<file path="config.mk">
export PLATFORM = sky130hd
export DESIGN_NAME = async_serial_transceiver
export DESIGN_NICKNAME = d
export VERILOG_FILES = /design/src/async_serial_pkg.sv /design/src/rx_pin_sync.sv /design/src/baud_tick_gen.sv /design/src/async_serial_transceiver.sv
export SDC_FILE = /design/constraint.sdc
export NUM_CORES = 1
export LEC_CHECK = 0
export ABC_CLOCK_PERIOD_IN_PS = 3600
export BUFFER_PORTS_ARGS = -buffer_cell sky130_fd_sc_hd__clkbuf_2
export CORE_AREA = 4 4 155 157
export CTS_CLUSTER_DIAMETER = 200
export DETAILED_ROUTE_END_ITERATION = 8
export DIE_AREA = 0 0 159 161
export GPL_ROUTABILITY_DRIVEN = 0
export PLACE_DENSITY = 0.47
export SLEW_MARGIN = 10
export SYNTH_ARGS = -nofsm -noshare
export SYNTH_HDL_FRONTEND = slang
export SYNTH_HIERARCHICAL = 1
export SYNTH_SLANG_ARGS = --single-unit
export TNS_END_PERCENT = 100
</file>
<file path="constraint.sdc">
create_clock -name core_clk -period 3.6 [get_ports core_clk]
set_input_delay 0.9 -clock core_clk [delete_from_list [all_inputs] [get_ports core_clk]]
set_output_delay 0.9 -clock core_clk [all_outputs]
set_load 0.02 [all_outputs]
</file>
<file path="src/async_serial_pkg.sv">
// Summary of operation
// asynchronous mode while clocked-mode bit clear
// frame: start, 8 or 9 data, stop
// data bits travel least significant first
// transmitter, receiver independent, shared format, rate
// baud clock is 16x or 64x bit rate
// no hardware parity; ninth bit for software
// runs in low power; sleep halts it
// shifter reloads only after stop bit sent
// buffer-to-shifter move takes one cycle, sets flag
// tx flag cleared only by buffer write
// tx flag valid from second cycle after write
// shift-empty status bit, no interrupt
// transmit shifter has no software address
// enabling transmitter sets tx flag at once
// ninth bit enable sends ninth value bit
// buffer write with port enabled starts frame
// receive sampled at 16x, shifted per bit
// receive needs continuous enable, port enable, async
// complete frame sets rx flag, irq if enabled
// status shows ninth bit and errors of frame
// clearing continuous enable clears receive errors
// address detect passes only address frames
// receiver idle flag shows receive in progress
// address frame has ninth bit one
// framing error on low stop; overrun when full
// reading receive buffer clears rx flag
package async_serial_pkg;

   // ==========================================
   // register offsets (byte addresses)
   localparam logic [7:0] OFF_IRQ_FLAGS = 8'h00;
   localparam logic [7:0] OFF_IRQ_ENABLES = 8'h04;
   localparam logic [7:0] OFF_IRQ_PRIORITY = 8'h08;
   localparam logic [7:0] OFF_RX_STATUS = 8'h0c;
   localparam logic [7:0] OFF_TX_BUFFER = 8'h10;
   localparam logic [7:0] OFF_TX_STATUS = 8'h14;
   localparam logic [7:0] OFF_BAUD_CTRL = 8'h18;
   localparam logic [7:0] OFF_DIV_HIGH = 8'h1c;
   localparam logic [7:0] OFF_DIV_LOW = 8'h20;
   localparam logic [7:0] OFF_RX_BUFFER = 8'h24;

   // ==========================================
   // field positions
   localparam int RX_IRQ_BIT = 5;
   localparam int TX_IRQ_BIT = 4;
   localparam int PORT_EN_BIT = 7;
   localparam int RX_NINE_BIT = 6;
   localparam int CONT_RX_BIT = 4;
   localparam int ADDR_DET_BIT = 3;
   localparam int FRAME_ERR_BIT = 2;
   localparam int OVERRUN_BIT = 1;
   localparam int RX_NINTH_VAL_BIT = 0;
   localparam int TX_NINE_BIT = 6;
   localparam int TX_EN_BIT = 5;
   localparam int CLOCKED_MODE_BIT = 4;
   localparam int HIGH_SPEED_BIT = 2;
   localparam int SHIFT_EMPTY_BIT = 1;
   localparam int TX_NINTH_VAL_BIT = 0;
   localparam int RX_IDLE_BIT = 6;
   localparam int WIDE_DIV_BIT = 3;

   // ==========================================
   // reset values and writable masks
   localparam logic [7:0] RESET_BYTE = 8'h00;
   localparam logic [7:0] TX_STATUS_RESET = 8'h02;
   localparam logic [7:0] RX_STATUS_WMASK = 8'hf8;
   localparam logic [7:0] TX_STATUS_WMASK = 8'hfd;
   localparam logic [7:0] BAUD_CTRL_WMASK = 8'h08;
   localparam logic [7:0] IRQ_WMASK = 8'h30;

   // ==========================================
   // timing counts in oversample ticks, prescale steps and frame bits
   localparam logic [3:0] BIT_LAST_TICK = 4'hf;
   localparam logic [3:0] MID_TICK = 4'h7;
   localparam logic [1:0] X64_PRESCALE_LAST = 2'h3;
   localparam logic [3:0] FRAME_BITS_8 = 4'ha;
   localparam logic [3:0] FRAME_BITS_9 = 4'hb;
   localparam logic [3:0] RX_LAST_BIT_8 = 4'h7;
   localparam logic [3:0] RX_LAST_BIT_9 = 4'h8;

   typedef enum logic {TX_IDLE, TX_SEND} tx_state_t;
   typedef enum logic [1:0] {RX_IDLE, RX_START, RX_DATA, RX_STOP} rx_state_t;

endpackage

</file>
<file path="src/rx_pin_sync.sv">
`timescale 1ns/10ps
`default_nettype none
module rx_pin_sync
   import async_serial_pkg::*;
(
   // clock and reset
   input wire logic core_clk,
   input wire logic nrst,
   // pin and filtered level
   input wire logic pin,
   output logic level
);

   typedef struct packed {
      logic s1;
      logic s2;
      logic s3;
      logic lvl;
   } sync_t;

   sync_t s;
   sync_t next_s;

   // the line idles high, so reset to the idle level
   always_comb begin
      next_s = s;
      next_s.s1 = pin;
      next_s.s2 = s.s1;
      next_s.s3 = s.s2;
      if (s.s2 == s.s3) begin
         next_s.lvl = s.s3;
      end
   end

   always_ff @(posedge core_clk) begin
      if (!nrst) begin
         s <= '1;
      end else begin
         s <= next_s;
      end
   end

   assign level = s.lvl;

endmodule
`default_nettype wire

</file>
<file path="src/baud_tick_gen.sv">
`timescale 1ns/10ps
`default_nettype none
module baud_tick_gen
   import async_serial_pkg::*;
(
   // clock and reset
   input wire logic core_clk,
   input wire logic nrst,
   // configuration
   input wire logic run,
   input wire logic x64,
   input wire logic [15:0] divisor,
   // one tick per sixteenth of a bit
   output logic tick
);

   typedef struct packed {
      logic [15:0] cnt;
      logic [1:0] pre;
   } brg_t;

   brg_t s;
   brg_t next_s;

   always_comb begin
      next_s = s;
      tick = 1'b0;
      if (!run) begin
         next_s = '0;
      end else if (s.cnt == 16'h0000) begin
         next_s.cnt = divisor;
         // x64 base clock is divided by four to give the x16 sample rate
         if (!x64 || s.pre == X64_PRESCALE_LAST) begin
            tick = 1'b1;
            next_s.pre = 2'h0;
         end else begin
            next_s.pre = s.pre + 2'h1;
         end
      end else begin
         next_s.cnt = s.cnt - 16'h0001;
      end
   end

   always_ff @(posedge core_clk) begin
      if (!nrst) begin
         s <= '0;
      end else begin
         s <= next_s;
      end
   end

endmodule
`default_nettype wire

</file>
<file path="src/async_serial_transceiver.sv">
`timescale 1ns/10ps
`default_nettype none
module async_serial_transceiver
   import async_serial_pkg::*;
(
   // clock and reset
   input wire logic core_clk,
   input wire logic nrst,
   // apb slave
   input wire logic psel,
   input wire logic penable,
   input wire logic pwrite,
   input wire logic [7:0] paddr,
   input wire logic [31:0] pwdata,
   output logic [31:0] prdata,
   output logic pready,
   output logic pslverr,
   // serial pins
   input wire logic rx_pin,
   output logic tx_pin,
   output logic tx_pin_oe,
   // power state
   input wire logic sleep_mode,
   // interrupt requests
   output logic rx_irq_req,
   output logic tx_irq_req
);

   // ==========================================
   // state

   typedef struct packed {
      logic [7:0] rd_data;
      logic [7:0] rx_ctl;
      logic [7:0] tx_ctl;
      logic [7:0] baud_ctl;
      logic [7:0] irq_en;
      logic [7:0] irq_prio;
      logic [7:0] div_hi;
      logic [7:0] div_lo;
      logic [7:0] tx_buf;
      logic tx_full;
      logic tx_flag;
      tx_state_t tx_st;
      logic [10:0] tx_shift;
      logic [3:0] tx_left;
      logic [3:0] tx_tick;
      logic tx_line;
      logic tx_oe;
      rx_state_t rx_st;
      logic [8:0] rx_shift;
      logic [3:0] rx_cnt;
      logic [3:0] rx_tick;
      logic [7:0] rx_buf;
      logic rx_full;
      logic rx_ninth;
      logic framing_error_flag;
      logic overrun_error_flag;
   } state_t;

   state_t s;
   state_t next_s;

   function automatic logic is_mapped(input logic [7:0] a);
      is_mapped = (a == OFF_IRQ_FLAGS) || (a == OFF_IRQ_ENABLES) ||
                  (a == OFF_IRQ_PRIORITY) || (a == OFF_RX_STATUS) ||
                  (a == OFF_TX_BUFFER) || (a == OFF_TX_STATUS) ||
                  (a == OFF_BAUD_CTRL) || (a == OFF_DIV_HIGH) ||
                  (a == OFF_DIV_LOW) || (a == OFF_RX_BUFFER);
   endfunction

   // ==========================================
   // shared pieces

   logic rx_level;
   logic tick;
   logic port_on;
   logic tx_on;
   logic rx_on;
   logic wr_en;
   logic rd_en;
   logic wr_txbuf;
   logic rd_rxbuf;
   logic tx_load;
   logic transmitter_enable_rise;
   logic rx_done;
   logic rx_keep;
   logic rx_nine_val;
   logic [7:0] rx_data;
   logic [3:0] rx_last;
   logic [7:0] irq_flags;
   logic [7:0] rx_stat;
   logic [7:0] tx_stat;
   logic [7:0] baud_stat;
   logic [7:0] read_mux;

   rx_pin_sync u_rx_sync (
      .core_clk(core_clk),
      .nrst(nrst),
      .pin(rx_pin),
      .level(rx_level)
   );

   // sleep stops the rate generator, so the transmitter freezes; the receiver is forced back to idle
   // both rate bits set still gives x16; there is no x4 mode
   baud_tick_gen u_baud (
      .core_clk(core_clk),
      .nrst(nrst),
      .run(port_on && !sleep_mode),
      .x64(!s.tx_ctl[HIGH_SPEED_BIT] && !s.baud_ctl[WIDE_DIV_BIT]),
      .divisor(s.baud_ctl[WIDE_DIV_BIT] ? {s.div_hi, s.div_lo} : {8'h00, s.div_lo}),
      .tick(tick)
   );

   // one tick stream feeds both directions
   assign port_on = s.rx_ctl[PORT_EN_BIT] && !s.tx_ctl[CLOCKED_MODE_BIT];
   assign tx_on = port_on && s.tx_ctl[TX_EN_BIT];
   assign rx_on = port_on && s.rx_ctl[CONT_RX_BIT] && !s.overrun_error_flag && !sleep_mode;

   assign wr_en = psel && penable && pwrite;
   assign rd_en = psel && penable && !pwrite;
   assign wr_txbuf = wr_en && (paddr == OFF_TX_BUFFER);
   assign rd_rxbuf = rd_en && (paddr == OFF_RX_BUFFER);
   assign transmitter_enable_rise = wr_en && (paddr == OFF_TX_STATUS) && pwdata[TX_EN_BIT] && !s.tx_ctl[TX_EN_BIT];

   // shifter reloads only once the stop bit has fully left
   // and never while asleep, or a start bit would freeze on the line
   assign tx_load = s.tx_full && (s.tx_st == TX_IDLE) && tx_on && !sleep_mode;

   assign rx_last = s.rx_ctl[RX_NINE_BIT] ? RX_LAST_BIT_9 : RX_LAST_BIT_8;
   assign rx_nine_val = s.rx_ctl[RX_NINE_BIT] && s.rx_shift[8];
   assign rx_data = s.rx_ctl[RX_NINE_BIT] ? s.rx_shift[7:0] : s.rx_shift[8:1];

   // ==========================================
   // readback

   always_comb begin
      // unused flag bits read as zero
      irq_flags = RESET_BYTE;
      irq_flags[RX_IRQ_BIT] = s.rx_full;
      irq_flags[TX_IRQ_BIT] = s.tx_flag;
      rx_stat = s.rx_ctl;
      rx_stat[FRAME_ERR_BIT] = s.framing_error_flag;
      rx_stat[OVERRUN_BIT] = s.overrun_error_flag;
      rx_stat[RX_NINTH_VAL_BIT] = s.rx_ninth;
      tx_stat = s.tx_ctl;
      tx_stat[SHIFT_EMPTY_BIT] = (s.tx_st == TX_IDLE);
      baud_stat = s.baud_ctl;
      baud_stat[RX_IDLE_BIT] = (s.rx_st == RX_IDLE);
      unique case (paddr)
         OFF_IRQ_FLAGS: read_mux = irq_flags;
         OFF_IRQ_ENABLES: read_mux = s.irq_en;
         OFF_IRQ_PRIORITY: read_mux = s.irq_prio;
         OFF_RX_STATUS: read_mux = rx_stat;
         OFF_TX_BUFFER: read_mux = s.tx_buf;
         OFF_TX_STATUS: read_mux = tx_stat;
         OFF_BAUD_CTRL: read_mux = baud_stat;
         OFF_DIV_HIGH: read_mux = s.div_hi;
         OFF_DIV_LOW: read_mux = s.div_lo;
         OFF_RX_BUFFER: read_mux = s.rx_buf;
         default: read_mux = RESET_BYTE;
      endcase
   end

   // ==========================================
   // next state

   always_comb begin
      next_s = s;
      rx_done = 1'b0;
      rx_keep = 1'b0;

      // read data is captured in the setup phase, so no wait state is needed
      if (psel && !penable) begin
         next_s.rd_data = read_mux;
      end

      // the shifter itself has no address at all
      if (wr_en) begin
         case (paddr)
            OFF_IRQ_ENABLES: next_s.irq_en = pwdata[7:0] & IRQ_WMASK;
            OFF_IRQ_PRIORITY: next_s.irq_prio = pwdata[7:0] & IRQ_WMASK;
            OFF_RX_STATUS: next_s.rx_ctl = pwdata[7:0] & RX_STATUS_WMASK;
            OFF_TX_BUFFER: next_s.tx_buf = pwdata[7:0];
            OFF_TX_STATUS: next_s.tx_ctl = pwdata[7:0] & TX_STATUS_WMASK;
            OFF_BAUD_CTRL: next_s.baud_ctl = pwdata[7:0] & BAUD_CTRL_WMASK;
            OFF_DIV_HIGH: next_s.div_hi = pwdata[7:0];
            OFF_DIV_LOW: next_s.div_lo = pwdata[7:0];
            default: ;
         endcase
      end

      // ------------------------------------------
      // transmit holding buffer and flag
      next_s.tx_full = (s.tx_full && !tx_load) || wr_txbuf;
      if (wr_txbuf) begin
         // a write that meets a load leaves new data waiting, so the flag stays low
         next_s.tx_flag = 1'b0;
      end else if (tx_load) begin
         next_s.tx_flag = 1'b1;
      end else if (transmitter_enable_rise && !s.tx_full) begin
         next_s.tx_flag = 1'b1;
      end

      // ------------------------------------------
      // transmit shifter
      if (tx_load) begin
         // stop, ninth-or-stop, data, start; shifted out from bit 0
         next_s.tx_shift = {1'b1, s.tx_ctl[TX_NINE_BIT] ? s.tx_ctl[TX_NINTH_VAL_BIT] : 1'b1,
                            s.tx_buf, 1'b0};
         next_s.tx_left = s.tx_ctl[TX_NINE_BIT] ? FRAME_BITS_9 : FRAME_BITS_8;
         next_s.tx_tick = 4'h0;
         next_s.tx_st = TX_SEND;
      end else if (s.tx_st == TX_SEND && tick) begin
         if (s.tx_tick == BIT_LAST_TICK) begin
            next_s.tx_tick = 4'h0;
            next_s.tx_shift = {1'b1, s.tx_shift[10:1]};
            next_s.tx_left = s.tx_left - 4'h1;
            if (s.tx_left == 4'h1) begin
               next_s.tx_st = TX_IDLE;
            end
         end else begin
            next_s.tx_tick = s.tx_tick + 4'h1;
         end
      end
      // dropping the enable abandons a frame, so the line cannot park low
      if (!tx_on) begin
         next_s.tx_st = TX_IDLE;
         next_s.tx_tick = 4'h0;
      end
      next_s.tx_line = (next_s.tx_st == TX_SEND) ? next_s.tx_shift[0] : 1'b1;
      // pin stays driven between frames
      next_s.tx_oe = port_on;

      // ------------------------------------------
      // receiver: one decision per sixteen oversample ticks
      unique case (s.rx_st)
         RX_IDLE: begin
            if (rx_on && !rx_level) begin
               next_s.rx_st = RX_START;
               next_s.rx_tick = 4'h0;
            end
         end
         RX_START: begin
            if (tick) begin
               if (s.rx_tick == MID_TICK) begin
                  // a glitch shorter than half a bit is not a start
                  next_s.rx_st = rx_level ? RX_IDLE : RX_DATA;
                  next_s.rx_tick = 4'h0;
                  next_s.rx_cnt = 4'h0;
               end else begin
                  next_s.rx_tick = s.rx_tick + 4'h1;
               end
            end
         end
         RX_DATA: begin
            if (tick) begin
               if (s.rx_tick == BIT_LAST_TICK) begin
                  next_s.rx_tick = 4'h0;
                  next_s.rx_shift = {rx_level, s.rx_shift[8:1]};
                  next_s.rx_cnt = s.rx_cnt + 4'h1;
                  if (s.rx_cnt == rx_last) begin
                     next_s.rx_st = RX_STOP;
                  end
               end else begin
                  next_s.rx_tick = s.rx_tick + 4'h1;
               end
            end
         end
         RX_STOP: begin
            if (tick) begin
               if (s.rx_tick == BIT_LAST_TICK) begin
                  rx_done = 1'b1;
                  next_s.rx_st = RX_IDLE;
               end else begin
                  next_s.rx_tick = s.rx_tick + 4'h1;
               end
            end
         end
      endcase
      if (!rx_on) begin
         next_s.rx_st = RX_IDLE;
         next_s.rx_tick = 4'h0;
         next_s.rx_cnt = 4'h0;
      end

      // non-address frames are dropped silently in address-detect mode with nine-bit receive set
      rx_keep = rx_done && !(s.rx_ctl[ADDR_DET_BIT] && s.rx_ctl[RX_NINE_BIT] && !rx_nine_val);

      // ------------------------------------------
      // receive buffer; a completion in the read cycle wins over the clear
      if (rd_rxbuf) begin
         next_s.rx_full = 1'b0;
      end
      if (rx_keep) begin
         if (s.rx_full && !rd_rxbuf) begin
            // single-entry buffer: the new frame is lost and reception halts
            next_s.overrun_error_flag = 1'b1;
         end else begin
            next_s.rx_full = 1'b1;
            next_s.rx_buf = rx_data;
            next_s.rx_ninth = rx_nine_val;
            // each stored frame carries its own framing status
            next_s.framing_error_flag = !rx_level;
         end
      end

      if (!next_s.rx_ctl[CONT_RX_BIT]) begin
         next_s.overrun_error_flag = 1'b0;
         next_s.framing_error_flag = 1'b0;
      end
   end

   // ==========================================
   // registers

   always_ff @(posedge core_clk) begin
      if (!nrst) begin
         s <= '0;
         s.tx_ctl <= TX_STATUS_RESET & TX_STATUS_WMASK;
         s.tx_st <= TX_IDLE;
         s.rx_st <= RX_IDLE;
         s.tx_line <= 1'b1;
      end else begin
         s <= next_s;
      end
   end

   // ==========================================
   // outputs

   assign prdata = {24'h000000, s.rd_data};
   assign pready = psel && penable;
   assign pslverr = psel && penable && !is_mapped(paddr);
   assign tx_pin = s.tx_line;
   assign tx_pin_oe = s.tx_oe;
   assign rx_irq_req = s.rx_full && s.irq_en[RX_IRQ_BIT];
   assign tx_irq_req = s.tx_flag && s.irq_en[TX_IRQ_BIT];

endmodule
`default_nettype wire

</file>
### Word-level counts from Yosys, hierarchy flattened

Cells that the tools add are included.

| storage, ports and cells | value |
|---|---|
| flip-flop bits (word level) | 126 |
| input bits | 47 |
| output and inout bits | 38 |

| cells by class | value |
|---|---|
| reductions and logical operators | 86 |
| equal/unequal tests | 28 |
| muxes and demuxes | 54 |
| bitwise operators | 4 |
| add/subtract/negate cells | 6 |

Operator list:

| cell | count |
|---|---|
| 8-bit one-hot mux with 10 select lines | 1 |
| 61-bit two-way mux | 1 |
| 16-bit two-way mux | 3 |
| 8-bit two-way mux | 6 |
| 20-bit two-way mux | 2 |
| 4-bit two-way mux | 10 |
| 8-bit by 5-bit == test with 1-bit output, second input constant | 4 |
| 1-bit logical AND | 31 |
| 2-bit AND reduction | 15 |
| 19-bit two-way mux | 1 |
| 8-bit by 4-bit == test with 1-bit output, second input constant | 2 |
| 8-bit by 6-bit == test with 1-bit output, second input constant | 2 |
| 1-bit zero test | 16 |
| 16-bit zero test | 1 |
| 2-bit two-way mux | 8 |
| 2-bit inequality test, second input constant | 8 |
| 4-bit one-hot mux with 4 select lines | 1 |
| 16-bit by 1-bit subtractor with 16-bit output, second input constant | 1 |
| 15-bit two-way mux | 1 |
| 1-bit two-way mux | 14 |
| 4-bit by 1-bit adder with 4-bit output, second input constant | 3 |
| 6-bit two-way mux | 2 |
| 1-bit logical OR | 11 |
| 5-bit AND reduction | 2 |
| other kinds (23) | 32 |

### Longest topological paths before layout

Gate-level depths: netlist of the first run.

| depth | value |
|---|---|
| word-level depth | 12 |
| mapped depth | 12 |
| depth with buffers taken out | 9 |

### Hierarchy

Netlist of the first run, hierarchy kept.

By module, submodules not included:

| module | times used | cells each | area an instance (sq um) | seq. area each (sq um) |
|---|---|---|---|---|
| async_serial_transceiver | 1 | 600 | 5338.9 | 2082.0 |
| baud_tick_gen | 1 | 117 | 994.7 | 360.3 |
| rx_pin_sync | 1 | 10 | 112.6 | 80.1 |

### Worst setup path after synthesis of the first run

OpenSTA, ideal clock, no wires.

| timing path | value |
|---|---|
| kind | in2reg |
| start | input port sleep_mode |
| end | register s[48] (netlist bit) |
| arrival time | 2994 ps |
| stages | 11 |
| path slack | 490 ps |
| path buffers | 2 |
| cell sequence | or3b_1 -> inv_1 -> nand2_1 -> nor3_1 -> buf_2 -> nand2_1 -> nor2_1 -> buf_2 -> mux2i_1 -> nand2_1 -> o211a_1 |

| between the ends | value |
|---|---|
| cells in the longest elaborated chain, start to end | 6 |
| elaborated cells between the ends (all ways) | 9 |

Ends and longest elaborated chain:

| item | RTL line | text |
|---|---|---|
| from (decl) | async_serial_transceiver.sv:23 | `input wire logic sleep_mode,` |
| 1-bit zero test | async_serial_transceiver.sv:109 | `.run(port_on && !sleep_mode),` |
| 1-bit logical AND | async_serial_transceiver.sv:109 |  |
| 1-bit two-way mux | baud_tick_gen.sv:28 | `if (!run) begin` |
| net tick | async_serial_transceiver.sv:76 | `logic tick;` |
| 1-bit logical AND | async_serial_transceiver.sv:214 | `end else if (s.tx_st == TX_SEND && tick) begin` |
| 2-bit nonzero test (no line) | n/a |  |
| 2-bit AND reduction (no line) | n/a |  |
| to (signal assigned) | async_serial_transceiver.sv:325 | `s <= next_s;` |
| to (decl) | async_serial_transceiver.sv:61 | `state_t s;` |

The timed path passes the listed nets, and every way through them passes these cells.
A chain may end at the register's enable or synchronous reset.

### Final worst setup path of the first run

| timing path | value |
|---|---|
| start | input port sleep_mode |
| end | register s (netlist bit tx_pin) |

| between the ends | value |
|---|---|
| cells in the longest elaborated chain, start to end | 8 |
| elaborated cells between the ends (all ways) | 9 |

Ends and longest elaborated chain:

| item | RTL line | text |
|---|---|---|
| 1-bit zero test (*) | async_serial_transceiver.sv:109 |  |
| 1-bit logical AND (*) | async_serial_transceiver.sv:109 |  |
| 1-bit two-way mux (*) | baud_tick_gen.sv:28 |  |
| net tick | async_serial_transceiver.sv:76 |  |
| 1-bit logical AND (*) | async_serial_transceiver.sv:214 |  |
| 20-bit two-way mux (*) | async_serial_transceiver.sv:214 |  |
| 20-bit two-way mux (*) | async_serial_transceiver.sv:207 | `if (tx_load) begin` |
| 1-bit two-way mux | async_serial_transceiver.sv:227 | `if (!tx_on) begin` |
| 2-bit AND reduction (no line) | n/a |  |

The timed path passes the listed nets; every way through them passes the cells marked *. The select of a mux whose other input is x is not followed.

==> summary.md, run 1 <==
| Metric | Value |
|---|---|
| Status | complete, no violations |
| DRT Pass-1 Iters | 4 |
| Reg2Reg Depth | 10 |
| Post-synthesis cell type count | 69 |
| Quantity of hold-fixing buffers added after cts | 0 |
| Initial Util | 28.6% |
| Critical path's largest stage delay | 0.47 ns |
| Worst-Margin Slew | 0.733 ns |
| Layout area overhead | 14.3% |
| Critical Path Start Type | input port |
| Final-report hold violation count | 0 |
| CP cell instances | clkbuf_2, or3b_1, inv_1, nand2_1, nor3_1, buf_4, nand2_1, nor2_1, buf_4, mux2i_1, o21ai_0 |
| Detailed-route via count | 5127 |
| Pint | 2.48 mW |
| Final Cycle Share | 77.0% |
| I/O Pins | 85 |
| Row count | 55 |
| Clock latency on the worst-skew pair | 0.42 ns |
| Sw Share | 23.5% |
| WS Path Type | input port to flop |
| Setup Skew | 0.0165 ns |
| Detailed placement HPWL | 12600 um |
| Post_cts resized | 0 |
| DRC | 0 |
| Top Metal Used | met4 |
| CTS tree | done |
| PwrDens | 441 nW/um^2 |
| Tmin final | 2.77 ns |
| Worst path top cell family by delay | simple AND/OR/NAND/NOR gates |
| Switch Pwr | 0.762 mW |
| CTS buffer count | 17 |
| Setup violators final | 0 |
| Post-synth EDFFs | 0 |
| Final setup margin | 0.828 ns |
| Fin. max-slew vios | 0 |
| Core area | 22500 um^2 |
| CTS Buffer Depth | 2 |
| Synth Cell Area | 6450 um^2 |
| Share of cells above drive strength 1 | 13.5% |
| Postcts setup bufs | 0 |
| Worst-path cell with the longest stage delay | or3b_1 |
| PortBufs | 36 |
| Arrival time of the worst setup path | 3.05 ns |
| WP buf/inv | 4 |
| P_leak | 2.95 nW |
| Reg power frac | 43.0% |
| Clock-pin slew on the worst setup and hold paths | 0.06 ns |
| Initial antenna violation count | 0 |
| Fill cells | 2358 |
| GRT overflow | 0 |
| Via/cell ratio | 4.90 |
| Root Buffer | clkbuf_16 |
| Hold Path Cell Cnt | 1 |
| WL per Instance | 16.5 um |
| DIE WIDTH | 159 um |
| Max Freq | 361 MHz |
| CP Max Fanout | 17 |
| Metal-1 WL | 8350 um |
| Setup Total Neg Slack | 0 ns |
| Routed Antenna Nets | 0 |
| CP required | 3.88 ns |
| Rel. slew slack | 51.0% |
| Htree depth | 4 |
| Pin count of the biggest net entering global routing | 33 |
| WP depth | 11 |
| CTS sink count | 126 |
| DRT iter0 DRCs | 205 |
| Synthesized flop and latch total | 126 |
| Avg Synthesized Cell Area | 8.87 um^2 |
| Gate power share | 3.8% |
| Die Y-Extent | 161 um |
| N_diodes | 0 |
| Area of the multi-input gates | 3550 um^2 |
| Drt total wl | 17200 um |
| Register area | 2520 um^2 |
| Fin nets | 803 |
| Clk network pwr share | 53.2% |
| Routed wl met2 | 8040 um |
| RSZ-0062 raised after global routing | false |
| Post-synth top flop | dfxtp_1 |
| Yosys warns | 6 |
| First-pass GRT wire length | 27400 um |
| Hold/Removal Path Class | flop to flop |
| Max Cap Violations | 0 |
| Die area | 25600 um^2 |
| Number of global-route vias before repair | 4864 |
| Met3 WL | 662 um |
| Dpl ws | 0.401 ns |
| Register area share after synthesis | 39.1% |
| Worst setup EP type | flop |
| Asr flop ratio synth | 0% |
| Total GRT Usage | 13.4% |
| Mapped Cells | 727 |
| Maximum VDD drop | 0.262 mV |
-- cell usage in the layout, fill, tap and decap left out, types with 7 or more instances in the layout --
cell type,count
nand4_1,8
a22oi_1,10
inv_1,11
nand2b_1,9
and2_1,15
buf_4,16
a21boi_0,20
mux2i_1,53
o21ai_0,28
nor3_1,10
clkbuf_2,36
clkbuf_16,17
ha_1,8
nor2_1,48
a22o_1,12
dfxtp_1,126
xor2_1,12
nor3b_1,7
a21oi_1,31
nand2_1,77
nand3_1,34
nor2b_1,21
o211a_1,17
conb_1,24
-- metrics by stage --
step | hold WS (ns) | instances | area (um^2) | util (%) | power [mW]
floorplan | 0.386 | 750 | 6530 | - | 1.52
global placement | 0.405 | 1014 | 6780 | 30.1 | 1.55
detailed placement | 0.409 | 1014 | 6780 | 30.1 | 1.55
CTS | 0.420 | 1046 | 7370 | 32.7 | 3.28
global route | 0.431 | 1046 | 7370 | 32.7 | 3.37
finish | 0.414 | 1046 | 7370 | 32.7 | 3.25
-- sequential cells by signal, indices dropped and copies added (netlist names) --
register          count
u_rx_sync/next_s      2
baud_stat             1
rx_stat               8
prdata                8
u_baud/s             18
tx_pin_oe             1
irq_flags             2
tx_pin                1
u_rx_sync/s           1
u_rx_sync/level       1
s                    83
-- cell families (layout without fill, tap and decap cells) --
family	after synthesis	in the layout	share of synthesized area, %
and+or+nand+nor	273	273	22.4
AOI/OAI and AO/OA	160	160	18.0
DFF	126	126	39.1
buffers and inverters	84	95	7.26
muxes	57	57	9.10
xor gates and xnor gates	18	18	2.45
adders and majority gates	8	8	1.55
other	1	24	0.0582
-- power by group through the flow --
stage / Sequential (mW) / Clock (mW) / Combinational (mW)
after floorplan: 1.43 / 0 / 0.0953
after global placement: 1.43 / 0 / 0.124
after detailed placement: 1.43 / 0 / 0.124
after CTS: 1.40 / 1.76 / 0.124
after global routing: 1.40 / 1.84 / 0.132
final: 1.40 / 1.73 / 0.123
-- worst paths after layout --
kind,from,to,slack (ns)
worst max-delay path,sleep_mode,tx_pin$_SDFF_PN1_,0.83
worst min-delay path,u_rx_sync/next_s[2]$_SDFF_PN1_,u_rx_sync/next_s[1]$_SDFF_PN1_,0.41
worst max register to register,rx_stat[7]$_SDFFE_PN0P_,tx_pin$_SDFF_PN1_,1.00
worst min register to register,u_rx_sync/next_s[2]$_SDFF_PN1_,u_rx_sync/next_s[1]$_SDFF_PN1_,0.41
-- per-layer routing --
layer	global-route usage, %	vias up
li1	-	2603
met5	0	-
met1	18.2	2433
met4	4.22	0
met2	21.5	80
met3	2.63	11
-- synthesized netlist by cell type, drive strengths merged (10+ instances only) --
library cell | n | area [um^2]
o21ai | 33 | 165
a21boi | 21 | 158
nor2b | 21 | 131
o211a | 17 | 170
nor2 | 49 | 186
dfxtp | 126 | 2520
nand2 | 78 | 295
nor3 | 10 | 50.1
mux2i | 53 | 531
and2 | 17 | 106
a22oi | 10 | 75.1
xor2 | 12 | 105
nand3 | 34 | 170
buf | 48 | 333
a21oi | 32 | 164
a22o | 12 | 105
clkbuf | 25 | 93.8
inv | 11 | 41.3
-- cell type report --
class	count	share of cell area, %
well taps	285	4.84
clock inverters	13	1.89
multi-input cells	540	48.3
inverters	11	0.560
clock buffers	19	6.15
repair buffers	52	4.08
flip-flops and latches	126	34.2
No activity file was read; power rests on OpenSTA's default activity.
==> run 2, diff against run 1 <==
ABC_CLOCK_PERIOD_IN_PS = 2580   (was 3600)
clock period = 2.58 ns   (was 3.6 ns; I/O delays follow)
==> summary.md, run 2 (synthesized netlist as in run 1, its figures left out) <==
| Metric | Value |
|---|---|
| WP buf/inv | 4 (unchanged) |
| Area of the multi-input gates | 3560 um^2 (+0.21%) |
| Launch point of the worst reg-to-reg path | rx_stat[7]$_SDFFE_PN0P_ |
| CP Max Fanout | 17 (unchanged) |
| GRT overflow | 0 (unchanged) |
| Max reg flops | 83 (unchanged) |
| DRC | 0 (unchanged) |
| CTS buffer count | 17 (unchanged) |
| Share of cells above drive strength 1 | 16.6% (+3.1 points) |
| R2R Setup Slk | 0.19 ns (-0.81 ns) |
| N_diodes | 0 (unchanged) |
| I/O Pins | 85 (unchanged) |
| Clock latency on the worst-skew pair | 0.43 ns (about the same) |
| Hold Path Cell Cnt | 2 (+1) |
| Most frequent CP cell | nand2_1 |
| Initial Util | 28.6% (unchanged) |
| Worst setup EP type | flop |
| Register area | 2520 um^2 (about the same) |
| Final-report hold violation count | 0 (unchanged) |
| Detailed-route via count | 5330 (+4.0%) |
| Critical path's largest stage delay | 0.42 ns (-0.05 ns) |
| WS Path Type | flop to flop |
| DRT Pass-1 Iters | 7 (+3) |
| P_leak | 3.08 nW (+4.4%) |
| Commonest non-fill, non-tap cell in the layout | dfxtp_1 |
| DRT iter0 DRCs | 273 (+33%) |
| Fin. max-slew vios | 0 (unchanged) |
| First-pass GRT wire length | 28000 um (+2.5%) |
| Initial antenna violation count | 0 (unchanged) |
| Quantity of hold-fixing buffers added after cts | 0 (unchanged) |
| Core area | 22500 um^2 (unchanged) |
| DIE WIDTH | 159 um (unchanged) |
| Layout area overhead | 18.0% |
| Pin count of the biggest net entering global routing | 29 (-12%) |
| CTS sink count | 126 (unchanged) |
| WL per Instance | 16.5 um (-0.12%) |
| CTS Buffer Depth | 2 (unchanged) |
| Postcts setup bufs | 0 (unchanged) |
| Tmin final | 2.39 ns |
| Setup violators final | 0 (unchanged) |
| CP cell instances | or3b_1, inv_1, nand2_1, nor3_1, buf_4, buf_4, nand2_1, nor2_4, buf_12, mux2i_1, nand2_1, o211a_1 |
| Biggest register | s |
| Gate power share | 4.0% (+0.2 points) |
| Total power | 4.53 mW (+40%) |
| Rel. slew slack | 49.9% (-1.2 points) |
| Clk network pwr share | 53.0% (-0.2 points) |
| Pint | 3.44 mW (+38%) |
| Reg power frac | 43.0% (about the same) |
| Max Cap Violations | 0 (unchanged) |
| Die Y-Extent | 161 um (unchanged) |
| Number of global-route vias before repair | 5107 (+5.0%) |
| Final core utilization | 33.8% (+1.1 points) |
| Drt total wl | 17600 um (+2.4%) |
| RSZ-0062 raised after global routing | false |
| Switch Pwr | 1.10 mW (+44%) |
| Maximum VDD drop | 0.399 mV (+52%) |
| Max Freq | 419 MHz |
| Worst-Margin Slew | 0.745 ns (+0.0122 ns) |
| Worst Hold End | u_rx_sync/next_s[2]$_SDFF_PN1_ |
| Total GRT Usage | 13.6% (+0.23 points) |
| Hold path start | rx_pin |
| Fill cells | 2367 (+0.38%) |
| Post_cts resized | 0 (unchanged) |
| Row count | 55 (unchanged) |
| Status | complete, no violations |
| Die area | 25600 um^2 (unchanged) |
| CP required | 2.90 ns (-0.98 ns) |
| Dpl cell area | 7020 um^2 (+3.5%) |
| Arrival time of the worst setup path | 2.70 ns (-0.35 ns) |
| Critical Path Start Type | flop |
| PortBufs | 36 (unchanged) |
| Hold Slack | 0.395 ns (-0.0187 ns) |
| Dpl ws | -0.207 ns (-0.608 ns) |
| Routed Antenna Nets | 0 (unchanged) |
| Worst r2r dst | s[45]$_SDFFE_PN0P_ |
| Clock-pin slew on the worst setup and hold paths | 0.06 ns (about the same) |
| Sw Share | 24.2% (+0.74 points) |
| Via/cell ratio | 4.97 (+1.4%) |
| Fin nets | 829 (+3.2%) |
| Detailed placement HPWL | 13000 um (+3.4%) |
| CTS tree | done |
| Root Buffer | clkbuf_16 |
| Final Cycle Share | 92.6% |
| Final setup margin | 0.192 ns (-0.636 ns) |
| PwrDens | 596 nW/um^2 (+35%) |
| Hold/Removal Path Class | input port to flop |
| Reg2Reg Depth | 12 (+2) |
| Worst path top cell family by delay | simple AND/OR/NAND/NOR gates |
| Htree depth | 4 (unchanged) |
| Biggest regs | s (83), u_baud/s (18) |
| Fin area | 7600 um^2 (+3.2%) |
| Worst-path cell with the longest stage delay | or3b_1 |
| Setup Skew | 0.00987 ns (-0.00667 ns) |
| Most frequent cells in the layout | 125 x dfxtp_1, 77 x nand2_1, 53 x mux2i_1, 47 x nor2_1, 39 x buf_4 |
-- run 2: cell types whose count changed in the layout (fill, tap and decap cells not counted) --
| cell | previous run | this run |
|---|---|---|
| clkinv_2 | 3 | 2 |
| clkinv_4 | 2 | 1 |
| inv_6 | 1 | 4 |
| dfxtp_1 | 126 | 125 |
| nor2_4 | 0 | 1 |
| dfxtp_2 | 0 | 1 |
| nor2_1 | 48 | 47 |
| buf_12 | 0 | 3 |
| buf_4 | 16 | 39 |
| clkbuf_8 | 2 | 0 |
| inv_8 | 0 | 1 |
-- run 2: through the flow --
step           TNS (ns)  std cells
2_1_floorplan         0        750
3_3_place_gp      -3.33       1040
3_5_place_dp      -4.67       1040
4_1_cts               0       1072
5_1_grt               0       1072
6_report              0       1072
-- run 2: cell type report --
type	count	area share, %
repair buffers	78	7.01
clock buffers	17	5.59
multi-input cells	540	46.8
well taps	285	4.69
flip-flops and latches	126	33.2
inverters	11	0.543
clock inverters	15	2.14
-- run 2: power groups by stage --
| stage | combinational, mW | sequential (mW) | clock [mW] |
|---|---|---|---|
| 5_1_grt | 0.195 | 1.95 | 2.55 |
| 3_5_place_dp | 0.180 | 1.99 | 0 |
| 4_1_cts | 0.181 | 1.95 | 2.47 |
| 6_report | 0.182 | 1.95 | 2.40 |
| 2_1_floorplan | 0.133 | 1.99 | 0 |
| 3_3_place_gp | 0.182 | 1.99 | 0 |
-- run 2: how the worst max path moves through the flow --
stage | start | end | slack [ns] | cells after the start
after global placement | sleep_mode | tx_pin$_SDFF_PN1_ | -0.16 | 12
after CTS | rx_stat[7]$_SDFFE_PN0P_ | s[45]$_SDFFE_PN0P_ | 0.11 | 12
after detailed placement | sleep_mode | s[45]$_SDFFE_PN0P_ | -0.21 | 13
final | rx_stat[7]$_SDFFE_PN0P_ | s[45]$_SDFFE_PN0P_ | 0.19 | 12
after floorplan | sleep_mode | s[48]$_SDFFE_PN0P_ | 0.05 | 11
after global routing | rx_stat[7]$_SDFFE_PN0P_ | s[45]$_SDFFE_PN0P_ | 0.02 | 12
-- run 2: worst reg2reg max path, cell delays in order, from the launching register on --
cell,delay (ns)
dfxtp_2,0.37
or3b_1,0.43
inv_1,0.13
nand2_1,0.07
nor3_1,0.15
buf_4,0.19
buf_4,0.14
nand2_1,0.09
nor2_4,0.14
buf_12,0.17
mux2i_1,0.21
nand2_1,0.07
o211a_1,0.12
-- run 2: routing by layer --
layer,global-route usage (%),wire length (um)
met2,21.9,8270
met1,18.6,8410
met5,0,0
met3,2.99,775
met4,3.75,184
==> run 3, diff against run 2 <==
CORE_AREA = 4 4 166 168   (was 4 4 155 157)
CTS_BUF_LIST = sky130_fd_sc_hd__clkbuf_4   (was not set)
DIE_AREA = 0 0 170 172   (was 0 0 159 161)
PLACE_DENSITY = 0.43   (was 0.47)
==> summary.md, run 3 (synthesized netlist as in run 1, its figures left out) <==
| Metric | Value |
|---|---|
| Drt total wl | 18100 um (+2.6%) |
| Maximum VDD drop | 0.335 mV (-16%) |
| Max Cap Violations | 0 (unchanged) |
| Most frequent cells in the layout | 126 x dfxtp_1, 77 x nand2_1, 53 x mux2i_1, 47 x nor2_1, 41 x buf_4 |
| CTS tree | done |
| Biggest regs | s (83), u_baud/s (18) |
| Tmin final | 2.35 ns (-0.0365 ns) |
| WS Path Type | flop to flop |
| Biggest register | s |
| Htree depth | 4 (unchanged) |
| Clock latency on the worst-skew pair | 0.54 ns (+0.11 ns) |
| RSZ-0062 raised after global routing | false |
| Initial Util | 24.9% (-3.8 points) |
| GRT overflow | 0 (unchanged) |
| CTS buffer count | 17 (unchanged) |
| Initial antenna violation count | 1 (+1) |
| Critical path's largest stage delay | 0.46 ns (+0.04 ns) |
| Via/cell ratio | 4.67 (-6.0%) |
| PortBufs | 36 (unchanged) |
| Post_cts resized | 0 (unchanged) |
| Fin nets | 833 (+0.48%) |
| DRT iter0 DRCs | 374 (+37%) |
| Switch Pwr | 0.963 mW (-12%) |
| Worst-Margin Slew | 0.791 ns (+0.0454 ns) |
| Worst-path cell with the longest stage delay | or3b_1 |
| Gate power share | 5.3% (+1.3 points) |
| Detailed placement HPWL | 13600 um (+4.7%) |
| CTS Buffer Depth | 2 (unchanged) |
| Fin. max-slew vios | 0 (unchanged) |
| Setup Skew | 0.0242 ns (+0.0143 ns) |
| Hold path start | rx_pin |
| Max reg flops | 83 (unchanged) |
| Detailed-route via count | 5265 (-1.2%) |
| P_leak | 2.96 nW (-3.9%) |
| Hold Path Cell Cnt | 2 (unchanged) |
| DIE WIDTH | 170 um (+6.9%) |
| Worst path top cell family by delay | simple AND/OR/NAND/NOR gates |
| Launch point of the worst reg-to-reg path | s[107]$_SDFFE_PN0P_ |
| Sw Share | 27.9% (+3.7 points) |
| Status | complete, no violations |
| PwrDens | 466 nW/um^2 (-22%) |
| Reg power frac | 56.5% (+13 points) |
| Layout area overhead | 14.8% |
| Final-report hold violation count | 0 (unchanged) |
| Worst setup EP type | flop |
| Pint | 2.49 mW (-28%) |
| CP cell instances | or3b_1, inv_1, nand2_1, nor3_1, buf_4, buf_12, o21ai_0, o41ai_2, nand2_1, or3_1, a21oi_1 |
| Launch point of the worst path | s[107]$_SDFFE_PN0P_ |
| Die Y-Extent | 172 um (+6.8%) |
| Worst Hold End | u_rx_sync/next_s[2]$_SDFF_PN1_ |
| First-pass GRT wire length | 28900 um (+3.1%) |
| Reg2Reg Depth | 11 (-1) |
| Die area | 29200 um^2 (+14%) |
| Core area | 25900 um^2 (+15%) |
| Rel. slew slack | 46.8% (-3.1 points) |
| Clk network pwr share | 38.3% (-15 points) |
| Total GRT Usage | 12.6% (-1.0 points) |
| R2R Setup Slk | 0.23 ns (+0.04 ns) |
| CP Max Fanout | 8 (-9) |
| Fill cells | 2824 (+19%) |
| WP buf/inv | 3 (-1) |
| Number of global-route vias before repair | 5023 (-1.6%) |
| Final Cycle Share | 91.2% (-1.4 points) |
| Quantity of hold-fixing buffers added after cts | 0 (unchanged) |
| Hold/Removal Path Class | input port to flop |
| Routed Antenna Nets | 0 (unchanged) |
| Row count | 59 (+7.3%) |
| Arrival time of the worst setup path | 2.81 ns (+0.11 ns) |
| Pin count of the biggest net entering global routing | 24 (-17%) |
| Clock-pin slew on the worst setup and hold paths | 0.11 ns (+0.05 ns) |
| CTS sink count | 126 (unchanged) |
| Commonest non-fill, non-tap cell in the layout | dfxtp_1 |
| Hold Slack | 0.308 ns (-0.0868 ns) |
| Postcts setup bufs | 0 (unchanged) |
| Critical Path Start Type | flop |
| Setup violators final | 0 (unchanged) |
| DRC | 0 (unchanged) |
| I/O Pins | 85 (unchanged) |
| WL per Instance | 16.1 um (-2.4%) |
| Share of cells above drive strength 1 | 16.8% (+0.17 points) |
| Setup Total Neg Slack | 0 ns (unchanged) |
| CP required | 3.04 ns (+0.14 ns) |
| Most frequent CP cell | nand2_1 |
| Worst r2r dst | s[13]$_SDFFE_PN0P_ |
| Max Freq | 425 MHz (+1.6%) |
| DRT Pass-1 Iters | 5 (-2) |
| Root Buffer | clkbuf_4 |
==> run 3: per-stage QoR <==
| stage | util, % | instances | total power [mW] | setup WS, ns | area (um^2) |
|---|---|---|---|---|---|
| after floorplan | - | 750 | 2.12 | 0.0463 | 6540 |
| after detailed placement | 27.5 | 1094 | 2.17 | -0.182 | 7130 |
| final | 28.6 | 1127 | 3.45 | 0.228 | 7400 |
| after global placement | 27.5 | 1094 | 2.18 | -0.178 | 7130 |
| after global routing | 28.6 | 1127 | 3.62 | 0.00590 | 7400 |
| after CTS | 28.6 | 1126 | 3.52 | 0.215 | 7400 |
==> run 3: power groups by stage <==
stage               Clock, mW  Sequential [mW]  Combinational, mW
floorplan                   0             1.99              0.133
global placement            0             1.99              0.183
detailed placement          0             1.99              0.183
CTS                      1.39             1.95              0.183
global route             1.47             1.95              0.197
finish                   1.32             1.95              0.181
==> run 3: per-layer routing <==
layer,track usage [%],part of all wire [%]
met5,0,0
met4,2.60,0.59
met3,2.61,3.6
met2,20.7,48
met1,17.3,48
==> run 3: worst max path at each step <==
stage | endpoint | slack [ns] | depth (start not counted)
global route | s[13]$_SDFFE_PN0P_ | 0.006 | 11
global placement | s[11]$_SDFFE_PN0P_ | -0.18 | 11
finish | s[13]$_SDFFE_PN0P_ | 0.23 | 11
floorplan | s[48]$_SDFFE_PN0P_ | 0.05 | 11
CTS | s[13]$_SDFFE_PN0P_ | 0.22 | 11
detailed placement | s[11]$_SDFFE_PN0P_ | -0.18 | 11
==> run 3: area by class of cell <==
type | instances | area (um^2) | area share (%)
timing repair buffer | 82 | 588 | 7.94
tap | 335 | 419 | 5.66
clock buffer | 17 | 128 | 1.72
inverter | 11 | 41.3 | 0.558
multi-input combinational | 540 | 3560 | 48.1
clock inverter | 15 | 139 | 1.88
antenna | 1 | 2.50 | 0.0338
sequential | 126 | 2520 | 34.1
